[src/rws_consts.vh]
// Constants for the reset and warm-up sequencer.
// Assumes inclusion by bare name from the sequencer design files.
`ifndef RWS_CONSTS_VH
`define RWS_CONSTS_VH
`define RWS_PC_MCU          16'hfffe
`define RWS_PC_SERIAL       16'h1ffe
`define RWS_SP_RESET        16'h00ff
`define RWS_RBS_RESET       4'h0
`define RWS_IMF_RESET       1'b0
`define RWS_BUS_AW          3
`define RWS_ADDR_CTRL       3'h0
`define RWS_ADDR_STATUS     3'h1
`define RWS_ADDR_CAUSE      3'h2
`define RWS_ADDR_TRIM       3'h3
`define RWS_ADDR_WARMUP     3'h4
`define RWS_CAUSE_W         5
`define RWS_TRIM_W          8
`define RWS_WARMUP_DEFAULT  32'h00000400
`define RWS_SYNC_CLEAR      2'h0
`endif

[src/rws_sync.v]
// Two-stage synchroniser for a bundle of asynchronous reset request levels.
// Assumes inputs may change at any time; outputs are clk-synchronous levels.
`timescale 1ns/1ps
`default_nettype none
`include "rws_consts.vh"
module rws_sync #(
   parameter W = 4
) (
   input  wire         clk,
   input  wire         rst_n,
   input  wire [W-1:0] async_in,
   output reg  [W-1:0] sync_out
);
   reg [W-1:0] stage1;

   // Neither stage is cleared during rst_n, so a request is not dropped.
   always @(posedge clk) begin
      stage1   <= async_in;
      sync_out <= stage1;
   end
endmodule
`default_nettype wire

[src/rws_sequencer.v]
// Reset and warm-up sequencer: merges reset sources, runs warm-up, loads trim.
// Assumes a trim store that answers a read request, and an Avalon-MM master.
//
// The implementer's own choices: the address map and register access over Avalon-MM.
`timescale 1ns/1ps
`default_nettype none
`include "rws_consts.vh"
module rws_sequencer #(
   parameter        CNT_W       = 32,
   parameter [31:0] WARMUP_CYC  = `RWS_WARMUP_DEFAULT,
   parameter        NINT        = `RWS_CAUSE_W
) (
   input  wire                   clk,
   input  wire                   rst_n,
   input  wire                   por_req,
   input  wire                   pin_reset_n,
   input  wire                   pin_reset_disable,
   input  wire [NINT-1:0]        internal_req,
   input  wire                   serial_prog_mode,
   output reg                    trim_read,
   input  wire                   trim_valid,
   input  wire [`RWS_TRIM_W-1:0] trim_data,
   input  wire                   trim_abnormal,
   output reg  [`RWS_TRIM_W-1:0] trim_latched,
   output reg                    trim_bad,
   output reg                    cpu_reset,
   output reg                    periph_reset,
   output reg                    cpu_run,
   output reg  [15:0]            program_counter,
   output reg  [15:0]            stack_pointer,
   output reg  [3:0]             register_bank_selector,
   output reg                    interrupt_master_enable,
   output reg                    individual_interrupt_enables_clear,
   output reg                    interrupt_request_latches_clear,
   output reg                    high_freq_osc_enable,
   output reg                    low_freq_osc_enable,
   output reg                    prescaler_clear,
   output reg                    port_hiz,
   output reg                    watchdog_enable,
   output reg                    voltage_detect_disable,
   output reg  [NINT-1:0]        reset_cause_flags,
   input  wire [`RWS_BUS_AW-1:0] avs_address,
   input  wire                   avs_read,
   input  wire                   avs_write,
   input  wire [31:0]            avs_writedata,
   output reg  [31:0]            avs_readdata,
   output wire                   avs_waitrequest
);
   localparam ST_RESET  = 2'h0;
   localparam ST_WARMUP = 2'h1;
   localparam ST_RUN    = 2'h2;

   wire [NINT+1:0] sync_src;
   reg  [1:0]      state;
   reg  [1:0]      next_state;
   reg  [CNT_W-1:0] count;
   reg             trim_done;
   reg             vd_kill;
   reg             acked;
   wire            ext_reset;
   wire            int_reset;
   wire            any_reset;
   wire            warm_end;
   wire            access;

   rws_sync #(.W(NINT + 2)) u_sync (
      .clk      (clk),
      .rst_n    (rst_n),
      .async_in ({internal_req, ~pin_reset_n & ~pin_reset_disable, por_req}),
      .sync_out (sync_src)
   );

   assign ext_reset = sync_src[0] | sync_src[1];
   assign int_reset = |sync_src[NINT+1:2];
   assign any_reset = ext_reset | int_reset | ~rst_n;
   assign warm_end  = (count >= WARMUP_CYC[CNT_W-1:0] - 1'b1) & trim_done;

   always @* begin
      next_state = state;
      case (state)
         ST_RESET:  next_state = ST_WARMUP;
         ST_WARMUP: if (warm_end) next_state = ST_RUN;
         ST_RUN:    next_state = ST_RUN;
         default:   next_state = ST_RESET;
      endcase
      if (any_reset) next_state = ST_RESET;
   end

   // Counter clears in reset, counts in warm-up, freezes after.
   always @(posedge clk) begin
      state <= next_state;
      if (any_reset || state == ST_RESET)
         count <= {CNT_W{1'b0}};
      else if (state == ST_WARMUP && !warm_end)
         count <= count + 1'b1;
   end

   // Trim is fetched once per warm-up; waiting for it keeps the ladder valid at run.
   always @(posedge clk) begin
      if (any_reset) begin
         trim_read <= 1'b0;
         trim_done <= 1'b0;
      end else if (state == ST_WARMUP && !trim_done) begin
         trim_read <= ~trim_valid;
         if (trim_valid) begin
            trim_done    <= 1'b1;
            trim_latched <= trim_data;
            trim_bad     <= trim_abnormal;
         end
      end else begin
         trim_read <= 1'b0;
      end
      if (!rst_n) begin
         trim_latched <= {`RWS_TRIM_W{1'b0}};
         trim_bad     <= 1'b0;
      end
   end

   always @(posedge clk) begin
      cpu_reset    <= (next_state != ST_RUN);
      periph_reset <= (next_state != ST_RUN);
      cpu_run      <= (next_state == ST_RUN);
      watchdog_enable <= (next_state == ST_RUN);
      if (next_state != ST_RUN) begin
         program_counter <= serial_prog_mode ? `RWS_PC_SERIAL : `RWS_PC_MCU;
         stack_pointer   <= `RWS_SP_RESET;
         register_bank_selector  <= `RWS_RBS_RESET;
         interrupt_master_enable <= `RWS_IMF_RESET;
      end
      individual_interrupt_enables_clear <= (next_state != ST_RUN);
      interrupt_request_latches_clear    <= (next_state != ST_RUN);
      high_freq_osc_enable <= 1'b1;
      low_freq_osc_enable  <= 1'b0;
      prescaler_clear      <= (next_state != ST_RUN);
      port_hiz             <= (next_state != ST_RUN);
   end

   // Cause flags and detector disable: set beats software clear in the same cycle.
   always @(posedge clk) begin
      if (!rst_n || ext_reset) begin
         reset_cause_flags <= {NINT{1'b0}};
         vd_kill           <= 1'b1;
      end else begin
         if (access && avs_write && avs_address == `RWS_ADDR_CAUSE && avs_writedata[0])
            reset_cause_flags <= sync_src[NINT+1:2];
         else
            reset_cause_flags <= reset_cause_flags | sync_src[NINT+1:2];
         if (access && avs_write && avs_address == `RWS_ADDR_CTRL)
            vd_kill <= avs_writedata[0];
      end
      voltage_detect_disable <= vd_kill;
   end

   // One wait state per access; request is taken on the second edge.
   assign access          = (avs_read | avs_write) & acked;
   assign avs_waitrequest = (avs_read | avs_write) & ~acked;

   always @(posedge clk) begin
      if (!rst_n) begin
         acked        <= 1'b0;
         avs_readdata <= 32'h00000000;
      end else begin
         acked <= (avs_read | avs_write) & ~acked;
         if ((avs_read | avs_write) & ~acked) begin
            case (avs_address)
               `RWS_ADDR_CTRL:   avs_readdata <= {31'h00000000, vd_kill};
               `RWS_ADDR_STATUS: avs_readdata <= {27'h0000000, trim_bad, trim_done,
                                                  watchdog_enable, state};
               `RWS_ADDR_CAUSE:  avs_readdata <= {{(32-NINT){1'b0}}, reset_cause_flags};
               `RWS_ADDR_TRIM:   avs_readdata <= {24'h000000, trim_latched};
               `RWS_ADDR_WARMUP: avs_readdata <= WARMUP_CYC;
               default:          avs_readdata <= 32'h00000000;
            endcase
         end
      end
   end
endmodule
`default_nettype wire

[config.mk]
export PLATFORM = sky130hd
export DESIGN_NAME = rws_sequencer
export DESIGN_NICKNAME = d
export VERILOG_FILES = /design/src/rws_sync.v /design/src/rws_sequencer.v
export VERILOG_INCLUDE_DIRS = /design/src
export SDC_FILE = /design/constraint.sdc
export NUM_CORES = 1
export LEC_CHECK = 0
export BUFFER_PORTS_ARGS = -buffer_cell sky130_fd_sc_hd__buf_2
export CORE_AREA = 2 2 96 98
export CTS_CLUSTER_DIAMETER = 100
export DETAILED_ROUTE_END_ITERATION = 10
export DIE_AREA = 0 0 98 100
export GPL_TIMING_DRIVEN = 0
export PLACE_DENSITY_LB_ADDON = 0.25
export REMOVE_ABC_BUFFERS = 1
export SETUP_SLACK_MARGIN = 0.15
export SLEW_MARGIN = 25
export SYNTH_ARGS = -nofsm -noshare
export SYNTH_HDL_FRONTEND = slang
export SYNTH_SLANG_ARGS = --single-unit
[constraint.sdc]
create_clock -name clk -period 2 [get_ports clk]
set_clock_uncertainty 0.15 [all_clocks]
set_input_delay 0.2 -clock clk [delete_from_list [all_inputs] [get_ports clk]]
set_output_delay 0.2 -clock clk [all_outputs]
set_load 0.005 [all_outputs]
==> impl_metrics.ini <==
[status]
status = finished, violations left
violations = setup timing

[power_and_ir_drop]
total_power_mw = 2.85
p_int_mw = 2.16
p_leak_nw = 1.96
p_sw_uw = 699
seqPwrFrac_pct = 56.2
clkPwrFrac_pct = 38.3
cellPowerDensity_nw_per_um2 = 596
peakVddDrop_mv = 0.351
p_comb_share_pct = 5.5
p_sw_share_pct = 24.5

[placement]
place_ws_ps = -951
hpwl_um = 5030
dp_cells = 554
gp_congestion = 0.799
numPortBuffers = 63

[sta]
fin_crit_ps = 2120
drv_slew = 0
finalHoldViolCount = 0
max_freq_ghz = 0.471
tightest_slew_ps = 918
finalWorstSetupSlack_ps = -121
setup_violations = 14
grt_setup_unrepaired = yes
tns_ps = -900
relSlewSlack_pct = 38.6
fin_crit_sh_pct = 106

[global_routing]
grt_max_degree = 21
grt_pass1_wl_um = 13300
antenna_found_initial = 0
grt_pass1_vias = 2735
grt_use_total_pct = 16.6
grt_overflow = 0

[clock_tree]
clk_latency_ps = 340
cts-buffers-inserted = 9
cts.sinks = 79
cts_buffer_depth = 2
htreeDepth = 3
cts_tree = done
cts-root-buf = clkbuf_8
clk_pin_slew_ps = 90

[worst_setup_path]
reg2reg_to = count[8]
slowest_stage = or4_4
cp-startpoint = count[17]
worstSetupPathType = reg2reg
crit_path_end_kind = register
r2r_start = count[17]
critPathBufInv = 2
critPathMaxStageDelay_ps = 530
cp_cell_sequence = or4_4 -> o31ai_4 -> buf_6 -> nand4_4 -> buf_4 -> o21ai_0 -> a21oi_2
ff2ff_path_depth = 7
path_max_fanout = 6
cpLargestDelayFamily = simple AND/OR/NAND/NOR gates
reg2reg_slack_ps = -120
start_kind = register
required_ps = 2080
cp.arrival_ps = 2200

[synth]
ys_ff_latch = 79
netlist_instances = 402
yosys-top-cells-area = dfxtp_1 (43%), buf_4 (14%), nor2b_1 (3.6%), xor2_1 (3.4%), a21oi_1 (3.3%)
ys.flop_type = dfxtp_1
synth_area_per_cell_um2 = 9.10
synthTopCellsByCount = dfxtp_1 (78), buf_4 (67), nor2_1 (30)
ys_types = 41
synth_top_area_cell = dfxtp_1
yosysMostFrequentCell = dfxtp_1
yosysSeqAreaShare_pct = 43.5
synth_area_um2 = 3660
ys_warn_count = 0
synth_edf_count = 1
ys_async_sr_fraction_pct = 0
netlist.area_leader.share_pct = 42.7

[detailed_routing]
dr.pass1.iters = 4
wl_um = 8360
ant_nets = 0
routed-via-count = 3011
via_per_inst = 4.85
drt-wirelength-per-cell_um = 13.5
drtIter0Drc = 71
drc = 0

[floorplan]
die_y_um = 100
fp.dieW_um = 98
die_area_um2 = 9800
io_pins = 154
fp-row-count = 35
core_area_um2 = 8890
start_util_pct = 41.1

[finish]
layout.nets = 564
final_cells = 621
diodes = 0
fin_util_pct = 53.8
drive_above_1_share_pct = 35.1
area_delta_synth_final_pct = 30.9

[hold_path]
min_path_cells = 2
hp-class = in2reg
hold_path_end = trim_latched[2]
hp-start = rst_n

[flow_run]
max-cap-violations = 0
==> power groups by stage <==
stage / logic (mW) / registers [mW] / clock network (mW)
6_report: 0.157 / 1.60 / 1.09
5_1_grt: 0.175 / 1.61 / 1.19
4_1_cts: 0.152 / 1.61 / 1.12
3_5_place_dp: 0.118 / 1.65 / 0
3_3_place_gp: 0.117 / 1.65 / 0
2_1_floorplan: 0.0618 / 1.64 / 0
==> worst register-to-register path: cells and delay by family (launching register included) <==
| kind | cells | cell delay (ps) |
|---|---|---|
| and+or+nand+nor | 2 | 640 |
| AOI/OAI and AO/OA | 3 | 560 |
| DFF | 1 | 330 |
| buffers and inverters | 2 | 330 |
==> worst max path at each step <==
stage / endpoint / slack, ps / cells after the start
global placement: count[26] / -1600 / 2
floorplan: count[31] / -550 / 5
global route: count[8] / -200 / 7
finish: count[8] / -120 / 7
CTS: count[17] / -140 / 6
detailed placement: trim_latched[1] / -950 / 6
==> layout make-up <==
class,count,area [µm²]
multi-input combinational,294,1970
fill,838,4100
tap,111,139
sequential,79,1630
inverter,5,18.8
clock buffer,10,138
clock inverter,6,43.8
timing repair buffer,116,846
==> routing by layer <==
metal | global-route usage [%] | share of wire (%) | vias up
met2 | 28.3 | 50 | 81
li1 | - | - | 1492
met3 | 2.72 | 4.2 | 8
met5 | 0 | 0 | -
met4 | 5.88 | 1.2 | 0
met1 | 21.3 | 45 | 1430
==> metrics by stage <==
stage          hold WS, ps  area (µm²)
6_report               113        4790
5_1_grt                123        4790
4_1_cts                102        4630
3_5_place_dp           154        3830
3_3_place_gp           153        3760
2_1_floorplan         77.7        3310
==> logic make-up (layout without fill, tap and decap cells) <==
family,after synthesis,count (layout),synth area share [%]
mux,15,15,4.58
fa+ha+maj,1,1,0.342
xor+xnor,15,15,3.59
compound gates,58,58,9.89
simple gates,145,146,22.0
flops,79,79,43.5
buf+inv,87,137,15.8
other cells,2,59,0.205
==> flip-flops by register name, indices dropped and copies added, names as in the netlist, 2 cells and up <==
name               cells
count                 32
avs_readdata           9
trim_latched           8
u_sync.stage1          7
u_sync.sync_out        7
reset_cause_flags      5
state                  2
==> layout by cell type, fill, tap and decap left out, types with 3 or more instances in the layout <==
cell type,count
clkbuf_8,10
xor2_1,14
nor4_4,4
or4_4,4
nor2b_1,20
mux2i_1,10
dfxtp_4,5
or4_1,3
nand3_1,11
dfxtp_2,15
buf_4,22
mux2_2,4
inv_1,5
buf_6,8
o21ai_0,12
a21oi_1,18
nor4_2,3
nor2_1,30
and4_1,4
and3_1,4
nand2_1,13
a22oi_1,8
or3_4,3
conb_1,59
nand3_2,4
a22o_1,4
a21oi_2,6
buf_2,63
dfxtp_1,58
dlygate4sd3_1,20
or3_1,10
nand4_1,13
==> timing repair <==
action | CTS | global route
setup buffers | 25 | 4
gates resized for setup | 46 | 35
cloned | 2 | 0
endpoints found under the hold margin | 20 | 0
hold buffers | 20 | 0
pin swaps | 42 | 14
endpoints found under the setup margin | 47 | 47
Note: power is estimated with default switching activity, not from simulation.
